===== src/rtl/tdevd_pkg.sv =====
// tdevd_pkg: constants and carrier types for the time distribution event block
// assumes a 32-bit register port with word byte addresses
package tdevd_pkg;
  localparam int unsigned  NCHAN            = 4;
  localparam logic [11:0]  OFS_EVENT        = 12'h0c4;
  localparam logic [11:0]  OFS_IRQ_EN       = 12'h0c0;
  localparam logic [11:0]  OFS_DELAY        = 12'h0c8;
  localparam logic [11:0]  OFS_LOSS         = 12'h0cc;
  localparam logic [11:0]  OFS_MASK0        = 12'h100;
  localparam logic [11:0]  OFS_PRE0         = 12'h110;
  localparam logic [11:0]  OFS_TLO0         = 12'h114;
  localparam logic [11:0]  OFS_THI0         = 12'h118;
  localparam logic [11:0]  CHAN_STRIDE      = 12'h020;
  localparam logic [11:0]  OFS_STATUS       = 12'h0d0;
  localparam int unsigned  BIT_LOCK         = 0;
  localparam int unsigned  BIT_RX           = 1;
  localparam int unsigned  BIT_MSG          = 2;
  localparam int unsigned  BIT_TX           = 3;
  localparam int unsigned  BIT_IRQ_IN       = 4;
  localparam int unsigned  BIT_IRQ_OUT      = 5;
  localparam int unsigned  BIT_CAP0         = 6;
  localparam int unsigned  BIT_EXTLOAD      = 10;
  localparam int unsigned  BIT_NONCONS      = 19;
  localparam logic [31:0]  EVENT_USED       = 32'h0008_07ff;
  localparam logic [14:0]  DELAY_RESET      = 15'h7fff;
  localparam logic [23:0]  LOSS_RESET       = 24'h0f_ffff;
  localparam int unsigned  LOSS_EN_BIT      = 31;
  localparam logic [15:0]  PREAMBLE         = 16'h2f00;

  typedef struct packed {
    logic        code_rx;
    logic [7:0]  code_val;
    logic        code_tx;
    logic        msg_due;
    logic        irq_rx;
    logic        irq_tx_done;
    logic        ext_load;
    logic        lock_evt;
  } tdevd_evt_s;

  typedef struct packed {
    logic [11:0] addr;
    logic [31:0] wdata;
    logic        wr;
    logic        rd;
  } tdevd_req_s;
endpackage : tdevd_pkg


===== src/rtl/tdevd_top.sv =====
// tdevd_top: event flags, dispatch delay, loss watchdog and external capture
// assumes events are one-cycle pulses on mclk; ext_in pins are asynchronous
//
// Contract
// set non-consecutive flag when received code does not follow previous one
// set external-load flag when counter loaded by external enable
// capture channels 0..3 set event flags at bits 6 to 9
// set interrupt-sent flag when distributed interrupt transmitted
// set interrupt-arrived flag when distributed interrupt received
// initiator sets code-sent flag for each transmitted time-code
// initiator sets message-due flag when message should be sent
// target sets code-received flag for each arriving time-code
// target sets locked flag when initialised or synchronised
// initiator waits 15-bit dispatch delay cycles before distributed interrupt
// target drops lock when no code within 24-bit fine-time window
// loss timeout only active while enable bit 31 set, resets zero
// software keeps timeout clear of the fine-time mapping bits
// set mask bits select inputs; match latches elapsed time
// any match clears the whole channel mask
// latched time read as low word bits 0-31, high word 32-63
// each channel reads a fixed 16-bit preamble 0x2f00
// channels 1 to 3 behave like channel 0
// software writes zero to reserved fields, ignores them on read
// shared registers behave the same in both roles
// each event flag has an enable bit at the same position
// flags stay until write-one clear; irq while flag and enable set
`timescale 1ns/100ps
`default_nettype none
module tdevd_top
  import tdevd_pkg::*;
#(
  parameter int unsigned NIN = 32
) (
  // clock and reset
  input  wire logic            mclk,
  input  wire logic            rst,
  // register port
  input  wire logic [11:0]     reg_addr,
  input  wire logic [31:0]     reg_wdata,
  input  wire logic            reg_wr,
  input  wire logic            reg_rd,
  output logic     [31:0]      reg_rdata,
  // role and timing from the rest of the unit
  input  wire logic            is_initiator,
  input  wire logic [63:0]     et_now,
  input  wire logic            fine_tick,
  input  wire tdevd_evt_s      evt,
  input  wire logic [NIN-1:0]  ext_in,
  // outputs
  output logic                 irq_dispatch,
  output logic                 locked_indicator,
  output logic                 irq_req
);
  initial begin
    if (NIN < 1 || NIN > 32) $error("tdevd_top: NIN out of range");
  end

  tdevd_req_s req;
  assign req = '{addr: reg_addr, wdata: reg_wdata, wr: reg_wr, rd: reg_rd};

  function automatic logic hit(input logic [11:0] a, input logic [11:0] ofs);
    return a == ofs;
  endfunction : hit

  // synchronise pins: first stage feeds only the second
  logic [NIN-1:0] ext_s1_r;
  logic [NIN-1:0] ext_s2_r;
  always_ff @(posedge mclk or posedge rst) begin
    if (rst) begin
      ext_s1_r <= '0;
      ext_s2_r <= '0;
    end else begin
      ext_s1_r <= ext_in;
      ext_s2_r <= ext_s1_r;
    end
  end

  // registers
  logic [31:0] event_flag_register_r;
  logic [31:0] irq_en_r;
  logic [14:0] dispatch_delay_r;
  logic [23:0] loss_window_r;
  logic        loss_en_r;
  logic [7:0]  last_code_r;
  logic        have_code_r;
  logic [14:0] dly_cnt_r;
  logic        dly_run_r;
  logic [23:0] loss_cnt_r;
  logic        locked_r;

  wire wr_event = req.wr && hit(req.addr, OFS_EVENT);
  wire wr_irqen = req.wr && hit(req.addr, OFS_IRQ_EN);
  wire wr_delay = req.wr && hit(req.addr, OFS_DELAY);
  wire wr_loss  = req.wr && hit(req.addr, OFS_LOSS);

  // capture channels
  logic [NIN-1:0] cap_mask [NCHAN];
  logic [63:0]    cap_time [NCHAN];
  logic [NCHAN-1:0] cap_hit;

  genvar g;
  generate
    for (g = 0; g < NCHAN; g++) begin : g_cap
      wire [11:0] base = 12'(OFS_MASK0 + 12'(g) * CHAN_STRIDE);
      tdevd_capture #(.NIN(NIN)) u_cap (
        .mclk       (mclk),
        .rst        (rst),
        .mask_wr    (req.wr && hit(req.addr, base)),
        .mask_wdata (req.wdata[NIN-1:0]),
        .ext_in     (ext_s2_r),
        .et_now     (et_now),
        .mask_r     (cap_mask[g]),
        .stamp_r    (cap_time[g]),
        .hit_r      (cap_hit[g])
      );
    end
  endgenerate

  // event sources; role-limited flags gated by role, others shared
  wire tgt = !is_initiator;
  wire noncons = evt.code_rx && have_code_r
                 && (evt.code_val != 8'(last_code_r + 8'h01));
  logic [31:0] set_vec;
  always_comb begin
    set_vec = 32'h0;
    set_vec[BIT_NONCONS] = noncons;
    set_vec[BIT_EXTLOAD] = evt.ext_load;
    set_vec[BIT_CAP0 +: NCHAN] = cap_hit;
    set_vec[BIT_IRQ_OUT] = irq_dispatch;
    set_vec[BIT_IRQ_IN]  = evt.irq_rx;
    set_vec[BIT_TX]  = is_initiator && evt.code_tx;
    set_vec[BIT_MSG] = is_initiator && evt.msg_due;
    set_vec[BIT_RX]  = tgt && evt.code_rx;
    set_vec[BIT_LOCK] = tgt && evt.lock_evt;
  end

  // set wins over write-one clear
  wire [31:0] clr_vec = wr_event ? req.wdata : 32'h0;
  wire [31:0] event_nxt = ((event_flag_register_r & ~clr_vec) | set_vec) & EVENT_USED;

  // dispatch delay: runs after each code sent in the initiator role, fires once at zero
  wire dly_start = is_initiator && evt.code_tx;
  wire dly_fire  = dly_run_r && (dly_cnt_r == 15'h0);

  // loss watchdog counts fine-time ticks since last code
  wire loss_hit = loss_en_r && tgt && locked_r && fine_tick
                  && (loss_cnt_r >= loss_window_r);

  always_ff @(posedge mclk or posedge rst) begin
    if (rst) begin
      event_flag_register_r <= 32'h0;
      irq_en_r              <= 32'h0;
      dispatch_delay_r      <= DELAY_RESET;
      loss_window_r         <= LOSS_RESET;
      loss_en_r             <= 1'b0;
      last_code_r           <= 8'h00;
      have_code_r           <= 1'b0;
    end else begin
      event_flag_register_r <= event_nxt;
      if (wr_irqen) irq_en_r <= req.wdata & EVENT_USED;
      if (wr_delay) dispatch_delay_r <= req.wdata[14:0];
      if (wr_loss) begin
        loss_window_r <= req.wdata[23:0];
        loss_en_r     <= req.wdata[LOSS_EN_BIT];
      end
      if (evt.code_rx) begin
        last_code_r <= evt.code_val;
        have_code_r <= 1'b1;
      end
    end
  end

  always_ff @(posedge mclk or posedge rst) begin
    if (rst) begin
      dly_cnt_r    <= 15'h0;
      dly_run_r    <= 1'b0;
      irq_dispatch <= 1'b0;
    end else begin
      irq_dispatch <= dly_fire;
      if (dly_start) begin
        dly_cnt_r <= dispatch_delay_r;
        dly_run_r <= 1'b1;
      end else if (dly_run_r) begin
        dly_cnt_r <= dly_cnt_r - 15'h1;
        dly_run_r <= !dly_fire;
      end
    end
  end

  // lock tracking: code arrival restarts the window
  always_ff @(posedge mclk or posedge rst) begin
    if (rst) begin
      loss_cnt_r <= 24'h0;
      locked_r   <= 1'b0;
    end else begin
      if (evt.code_rx) loss_cnt_r <= 24'h0;
      else if (fine_tick && loss_cnt_r != 24'hff_ffff) loss_cnt_r <= loss_cnt_r + 24'h1;
      if (tgt && evt.lock_evt) locked_r <= 1'b1;
      else if (loss_hit) locked_r <= 1'b0;
    end
  end
  assign locked_indicator = locked_r;

  // read mux; reserved bits read zero
  logic [31:0] rd_nxt;
  always_comb begin
    rd_nxt = 32'h0;
    if (hit(req.addr, OFS_EVENT)) rd_nxt = event_flag_register_r;
    if (hit(req.addr, OFS_IRQ_EN)) rd_nxt = irq_en_r;
    if (hit(req.addr, OFS_DELAY)) rd_nxt = {17'h0, dispatch_delay_r};
    if (hit(req.addr, OFS_LOSS)) rd_nxt = {loss_en_r, 7'h0, loss_window_r};
    if (hit(req.addr, OFS_STATUS)) rd_nxt = {31'h0, locked_r};
    for (int c = 0; c < NCHAN; c++) begin
      if (hit(req.addr, 12'(OFS_MASK0 + 12'(c) * CHAN_STRIDE)))
        rd_nxt = 32'(cap_mask[c]);
      if (hit(req.addr, 12'(OFS_PRE0 + 12'(c) * CHAN_STRIDE)))
        rd_nxt = {16'h0, PREAMBLE};
      if (hit(req.addr, 12'(OFS_TLO0 + 12'(c) * CHAN_STRIDE)))
        rd_nxt = cap_time[c][31:0];
      if (hit(req.addr, 12'(OFS_THI0 + 12'(c) * CHAN_STRIDE)))
        rd_nxt = cap_time[c][63:32];
    end
  end

  always_ff @(posedge mclk or posedge rst) begin
    if (rst) begin
      reg_rdata <= 32'h0;
      irq_req   <= 1'b0;
    end else begin
      reg_rdata <= req.rd ? rd_nxt : 32'h0;
      irq_req   <= |(event_nxt & irq_en_r);
    end
  end
endmodule : tdevd_top
`default_nettype wire


===== src/rtl/tdevd_capture.sv =====
// tdevd_capture: one external capture channel (mask, latch, hit pulse)
// assumes ext_in already synchronised to mclk
`timescale 1ns/100ps
`default_nettype none
module tdevd_capture
  import tdevd_pkg::*;
#(
  parameter int unsigned NIN = 32
) (
  // clock and reset
  input  wire logic            mclk,
  input  wire logic            rst,
  // control
  input  wire logic            mask_wr,
  input  wire logic [NIN-1:0]  mask_wdata,
  input  wire logic [NIN-1:0]  ext_in,
  input  wire logic [63:0]     et_now,
  // results
  output logic     [NIN-1:0]   mask_r,
  output logic     [63:0]      stamp_r,
  output logic                 hit_r
);
  initial begin
    if (NIN < 1 || NIN > 32) $error("tdevd_capture: NIN out of range");
  end

  wire              match = |(mask_r & ext_in);
  wire [NIN-1:0]    mask_nxt = match ? '0 : (mask_wr ? mask_wdata : mask_r);

  always_ff @(posedge mclk or posedge rst) begin
    if (rst) begin
      mask_r  <= '0;
      stamp_r <= 64'h0;
      hit_r   <= 1'b0;
    end else begin
      mask_r  <= mask_nxt;
      hit_r   <= match;
      if (match) stamp_r <= et_now;
    end
  end
endmodule : tdevd_capture
`default_nettype wire


===== config.mk =====
export PLATFORM = sky130hd
export DESIGN_NAME = tdevd_top
export DESIGN_NICKNAME = d
export VERILOG_FILES = /design/src/rtl/tdevd_pkg.sv /design/src/rtl/tdevd_top.sv /design/src/rtl/tdevd_capture.sv
export SDC_FILE = /design/constraint.sdc
export NUM_CORES = 1
export LEC_CHECK = 0
export CAP_MARGIN = 20
export CORE_MARGIN = 2
export CORE_UTILIZATION = 38
export DETAILED_ROUTE_END_ITERATION = 10
export DONT_BUFFER_PORTS = 1
export PLACE_DENSITY = 0.5
export SYNTH_ARGS = -nofsm -noshare
export SYNTH_HDL_FRONTEND = slang
export SYNTH_SLANG_ARGS = --single-unit

===== constraint.sdc =====
create_clock -name mclk -period 36.5 [get_ports mclk]
set_input_delay 7.3 -clock mclk [delete_from_list [all_inputs] [get_ports mclk]]
set_output_delay 7.3 -clock mclk [all_outputs]
set_load 0.05 [all_outputs]

# Word level (Yosys, flattened, before mapping)
# Cells that the tools add are included.
# Widths: inputs -> output; s select.
[classes] n_addsub=3 multipliers=0 div=0 magnitude_cmp=1 n_eq_ne=23 shift=0 n_mux=39 bitwise=8 reduce_logical=35
[op_table] cell="$mux 32" count=29
[op_table] cell="$eq 12x9->1 const B" count=16
[op_table] cell="$reduce_or 32->1" count=5
[op_table] cell="$and 32x32->32" count=4
[op_table] cell="$eq 12x8->1 const B" count=5
[op_table] cell="$mux 24" count=2
[op_table] cell="$and 20x20->20" count=2
[op_table] cell="$mux 20" count=2
[op_table] cell="$mux 15" count=2
[op_table] cell="$add 24x1->24 const B" count=1
[op_table] cell="$ge 24x24->1" count=1
[op_table] cell="$ne 24x24->1 const B" count=1
[op_table] cell="$logic_and 1x1->1" count=20
[op_table] cell="$not 20->20" count=1
[op_table] cell="$or 20x20->20" count=1
[op_table] cell="$logic_not 15->1" count=1
[op_table] cell="$sub 15x1->15 const B" count=1
[op_table] cell="$reduce_bool 2->1" count=7
[op_table] cell="$add 8x1->8 const B" count=1
[op_table] cell="$ne 8x8->1" count=1
[op_table] cell="$mux 1" count=4
[op_table] cell="$logic_not 1->1" count=2
[totals] ff_bits=600 latch_bits=0 ram_bits=0 romBits=0 input_bits=161 output_inout_bits=35 word_cells=137 n_memories=0

# Depth between registers and ports, before layout
[depth] word_depth=23 depth_mapped=11 ltp_nobuf=9

# By module
# Synthesis repeated with hierarchy kept, for this count alone.
[unflattened] hier_cells=2432 area_unflattened_um2=29563.4
[by_module_without_submodules] module="tdevd_capture" instances=4 cells_per_inst=262 area_each_um2=4185.3 seq_area_each_um2=2427.3
[by_module_without_submodules] module="tdevd_top" instances=1 cells_per_inst=1384 area_each_um2=12822.3 seq_area_each_um2=5348.9

# Least setup slack after synthesis
# No wires, ideal clock.
[synth_timing] path_kind="input -> register" start="in reg_addr[1]" end="reg reg_rdata[8]" setup_ns=0.122 arrival_time_ns=9.165 required_ns=36.378 setup_slack_ns=27.214 stages=9 path_buffers=2 path_cell_list="buf_6 -> or4_4 -> nor4_4 -> buf_6 -> and2_1 -> o21ai_1 -> a21oi_1 -> o21ai_1 -> a32o_1"
[synth_via] elab_chain_len=23 elab_cells_between_ends=43 classes_between="eq/ne: 21; mux: 22"
[synth_rtl] item="start: declaration" line="tdevd_top.sv:38" source="input wire logic [11:0] reg_addr,"
[synth_rtl] item="$eq 12x8->1" line="tdevd_top.sv:62" source="return a == ofs;"
[synth_rtl] item="$mux 20" line="tdevd_top.sv:208" source="if (hit(req.addr, OFS_EVENT)) rd_nxt = event_flag_register_r;"
[synth_rtl] item="$mux 32" line="tdevd_top.sv:209" source="if (hit(req.addr, OFS_IRQ_EN)) rd_nxt = irq_en_r;"
[synth_rtl] item="$mux 32" line="tdevd_top.sv:210" source="if (hit(req.addr, OFS_DELAY)) rd_nxt = {17'h0, dispatch_delay_r};"
[synth_rtl] item="$mux 32" line="tdevd_top.sv:211" source="if (hit(req.addr, OFS_LOSS)) rd_nxt = {loss_en_r, 7'h0, loss_window_r};"
[synth_rtl] item="$mux 32" line="tdevd_top.sv:212" source="if (hit(req.addr, OFS_STATUS)) rd_nxt = {31'h0, locked_r};"
[synth_rtl] item="$mux 32" line="tdevd_top.sv:214" source="if (hit(req.addr, 12'(OFS_MASK0 + 12'(c) * CHAN_STRIDE)))"
[synth_rtl] item="$mux 32" line="tdevd_top.sv:216" source="if (hit(req.addr, 12'(OFS_PRE0 + 12'(c) * CHAN_STRIDE)))"
[synth_rtl] item="[... 7 more ...]"
[synth_rtl] item="$mux 32" line="tdevd_top.sv:216"
[synth_rtl] item="$mux 32" line="tdevd_top.sv:218" source="if (hit(req.addr, 12'(OFS_TLO0 + 12'(c) * CHAN_STRIDE)))"
[synth_rtl] item="$mux 32" line="tdevd_top.sv:220" source="if (hit(req.addr, 12'(OFS_THI0 + 12'(c) * CHAN_STRIDE)))"
[synth_rtl] item="$mux 32" line="tdevd_top.sv:214"
[synth_rtl] item="$mux 32" line="tdevd_top.sv:216"
[synth_rtl] item="$mux 32" line="tdevd_top.sv:218"
[synth_rtl] item="$mux 32 (*)" line="tdevd_top.sv:220"
[synth_rtl] item="$mux 32 (*)" line="tdevd_top.sv:230" source="reg_rdata <= req.rd ? rd_nxt : 32'h0;"
[synth_rtl] item="end signal: assignment" line="tdevd_top.sv:230"
[synth_rtl] item="end: declaration" line="tdevd_top.sv:42" source="output logic [31:0] reg_rdata,"
# Every way passes the cells marked *; elsewhere a longest branch is shown, timed or not.
# A chain may end at the register's enable or synchronous reset.

# Worst setup path in the final report
[layout_timing] start="in reg_addr[1]" end="reg g_cap[3].u_cap.mask_r[5]"
[layout_via] elab_chain_len=3
[layout_rtl] item="$eq 12x9->1" line="tdevd_top.sv:62"
[layout_rtl] item="$logic_and 1x1->1" line="tdevd_top.sv:108" source=".mask_wr (req.wr && hit(req.addr, base)),"
[layout_rtl] item="$reduce_bool 2->1 (no line)"
[layout_rtl] item="end signal: assignment" line="tdevd_capture.sv:36" source="mask_r <= mask_nxt;"
[layout_rtl] item="end: declaration" line="tdevd_capture.sv:19" source="output logic [NIN-1:0] mask_r,"
# No other way between the ends.

==> out/qor.txt <==
Largest family of logic cells by synthesized area: compound AO/OA/AOI/OAI gates
Most frequent cells in the layout: dfrtp_1 (565), nand2_1 (389), mux2_2 (318), a21oi_1 (198), o21ai_0 (95)
Worst Path Required: 37.03 ns
Area of the multi-input gates: 11800 um^2
Arrival @ worst endpoint: 11.06 ns
Unique cell type count in the Yosys netlist: 79
GRT Total Usage: 28.0%
Syn Area/Cell: 11.2 um^2
GP Congestion: 0.931
Clk sink count: 600
Max Freq: 95.0 MHz
RSZ-0062 raised after global routing: false
1st-pass router iterations: 7
Antenna violations before repair: 3
Cell Area, Synth: 27600 um^2
Horiz. Die Dim: 273 um
GR Overflow Total: 0
Worst setup SP type: input pin
Root buffer cell: clkbuf_16
Layout Area Growth over Synthesis: 12.8%
Post-synth EDFFs: 0
Launch point of the worst reg-to-reg path: ext_s2_r[4]$_DFF_PP0_
Post-synthesis mux area share: 13.6%
Share of post-route cells with drive strength above 1: 22.3%
FF/Latch Area: 15100 um^2
I/O pin count: 196
Worst hold stages: 0
Commonest non-fill, non-tap cell in the layout: dfrtp_1
Cells after DPL: 3295
First-pass GRT wire length: 152000 um
Vias: 21066
Post-synthesis net count: 2658
Compound-Gate Fraction of Synth Area: 14.8%
Post-CTS Hold Buffers: 0
Row cnt: 98
Vias in the first global route: 21054
Post-DP HPWL: 74200 um
Starting density of the core: 38.5%
R2R depth: 6
Adder-cell area share of the yosys netlist: 1.23%
Crit share post-route: 28.8%
Total core area: 71600 um^2
R2R Path End: g_cap[1].u_cap.stamp_r[35]$_DFFE_PP0P_
Die ar.: 74700 um^2
H-tree depth: 3
Final cell count without fillers: 3437
Routed WL per cell: 30.5 um
Max-slew headroom: 14.1%
Synth Area in XOR/XNOR: 1.46%
Crit path max fanout: 32
Slew Limit Fails: 0
Synth Instances: 2470
Tmin final: 10.53 ns
Synth top area cells: dfrtp_1 (51%), mux2_2 (13%), nand2_1 (5.3%), a21oi_1 (3.6%), dfstp_2 (3.3%)
Synth Warn #: 0
Final ANT Viol Nets: 0
Yosys reg bits: 600
Fillcell total: 6758
DIE HEIGHT: 273 um
CP Capture Type: register
Cts bufs inserted: 72
Slew at the pin closest to its max-slew limit: 1.29 ns
Setup bufs post-CTS: 0
HP Class: reg2reg
Sequential fraction of the synthesis area: 54.6%
Final net count: 2612
Predominant post-synthesis flop cell: dfrtp_1
CTS max path bufs: 3
Synth async-reset ratio: 100%
Leading area contributor after synthesis: dfrtp_1
Tot Pwr: 1.90 mW
Initial DRC Count: 2417
Final hold violation count: 0
Status: finished clean
Worst skew pair latency: 0.64 ns
Maxcap violations: 0
Fin Setup TNS: 0 ns
Routed wire length: 105000 um
Post-cts sizing count: 0
Peak VDD IR: 44.9 uV
Clk slew on worst S/H paths: 0.06 ns
Remaining DRCs: 0
Largest net degree at the start of global routing: 173
Pleak: 13.0 nW
R2r setup slk: 33.23 ns
Post-Synth Simple-Gate Area: 11.3%
Hold EP: ext_s2_r[13]$_DFF_PP0_
Clock Skew: 0.0367 ns
Top-area cell type share of the netlist area: 51.3%
Via density: 6.13
CTS tree: built
Crit path kind: in2reg
IO Port Bufs: 0
Pwr dens: 61.2 nW/um^2
Hold path startpoint: ext_s1_r[13]$_DFF_PP0_
Final setup fails: 0
-- flip-flops by register name (all words and copies together), names as in the netlist, 12 cells and up --
signal	count
dly_cnt_r	15
ext_s2_r	32
loss_window_r	24
event_flag_register_r	12
dispatch_delay_r	15
irq_en_r	12
g_cap.u_cap.stamp_r	256
loss_cnt_r	24
ext_s1_r	32
reg_rdata	32
g_cap.u_cap.mask_r	128
-- final cells by class --
class | count | share of cell area [%]
flip-flops and latches | 600 | 48.4
multi-input cells | 1679 | 37.8
clock buffers | 97 | 6.58
well taps | 950 | 3.82
clock inverters | 37 | 1.72
repair buffers | 33 | 1.11
inverters | 38 | 0.483
diodes | 3 | 0.0241
-- through the flow --
step | cell area, um^2 | worst slack [ns] | utilization, % | hold slack [ns]
floorplan | 27600 | 12.46 | - | 0.331
CTS | 31000 | 26.09 | 43.2 | 0.348
detailed placement | 28400 | 25.44 | 39.6 | 0.335
global route | 31100 | 25.85 | 43.4 | 0.356
global placement | 28400 | 25.46 | 39.6 | 0.334
finish | 31100 | 25.97 | 43.4 | 0.346
-- per-layer routing --
metal  routed length (um)  vias up  GRT usage [%]  part of all wire, %
met5                    0        -              0                    0
met4                 3870        0           10.3                  3.7
met3                10000      204           6.78                  9.5
met2                47000     1020           42.7                   45
met1                44100    10880           38.6                   42
li1                     -     8962              -                    -
-- cells by family (layout without fill, tap and decap cells) --
logic type / Yosys count / count (layout)
XOR/XNOR: 46 / 46
buffers and inverters: 191 / 205
adder cells (fa/ha/maj): 27 / 27
AND/OR/NAND/NOR: 672 / 672
multiplexers: 329 / 329
AO/OA/AOI/OAI: 605 / 605
flip-flops: 600 / 600
other: 0 / 3
-- synth_stat cells (25+ instances only) --
cell type / number
a21oi_1: 198
a221oi_1: 57
a22o_1: 29
a22oi_1: 59
buf_2: 34
clkbuf_1: 95
dfrtp_1: 565
dfstp_2: 35
ha_1: 27
inv_1: 38
mux2_2: 318
nand2_1: 389
nand3_1: 37
nand4_1: 29
nor2_1: 93
nor3_1: 26
o21ai_0: 95
o22ai_1: 25
-- worst max path at each step --
stage	start	endpoint	slack, ns	cells past startpoint
finish	reg_addr[1]	g_cap[3].u_cap.mask_r[5]$_DFFE_PP0P_	25.97	7
global route	reg_addr[1]	g_cap[3].u_cap.mask_r[31]$_DFFE_PP0P_	25.85	7
global placement	reg_addr[1]	g_cap[3].u_cap.mask_r[31]$_DFFE_PP0P_	25.46	7
detailed placement	reg_addr[1]	g_cap[3].u_cap.mask_r[15]$_DFFE_PP0P_	25.44	7
floorplan	rst	dly_cnt_r[0]$_DFFE_PP0P_	12.46	1
CTS	reg_addr[1]	g_cap[3].u_cap.mask_r[15]$_DFFE_PP0P_	26.09	7
-- power by group --
group	switching (mW)	internal, mW
combinational	0.0872	0.128
sequential	0.0962	0.809
clock	0.307	0.476
total	0.490	1.41
-- critical path, stage by stage --
cell and delay [ns]:
or4_1 0.59, nor3_4 0.85, buf_4 0.57, nand2_2 0.48, nor2_4 0.89, nand2_1 0.16, a21oi_1 0.16
Power figures use the tool's default switching activity.
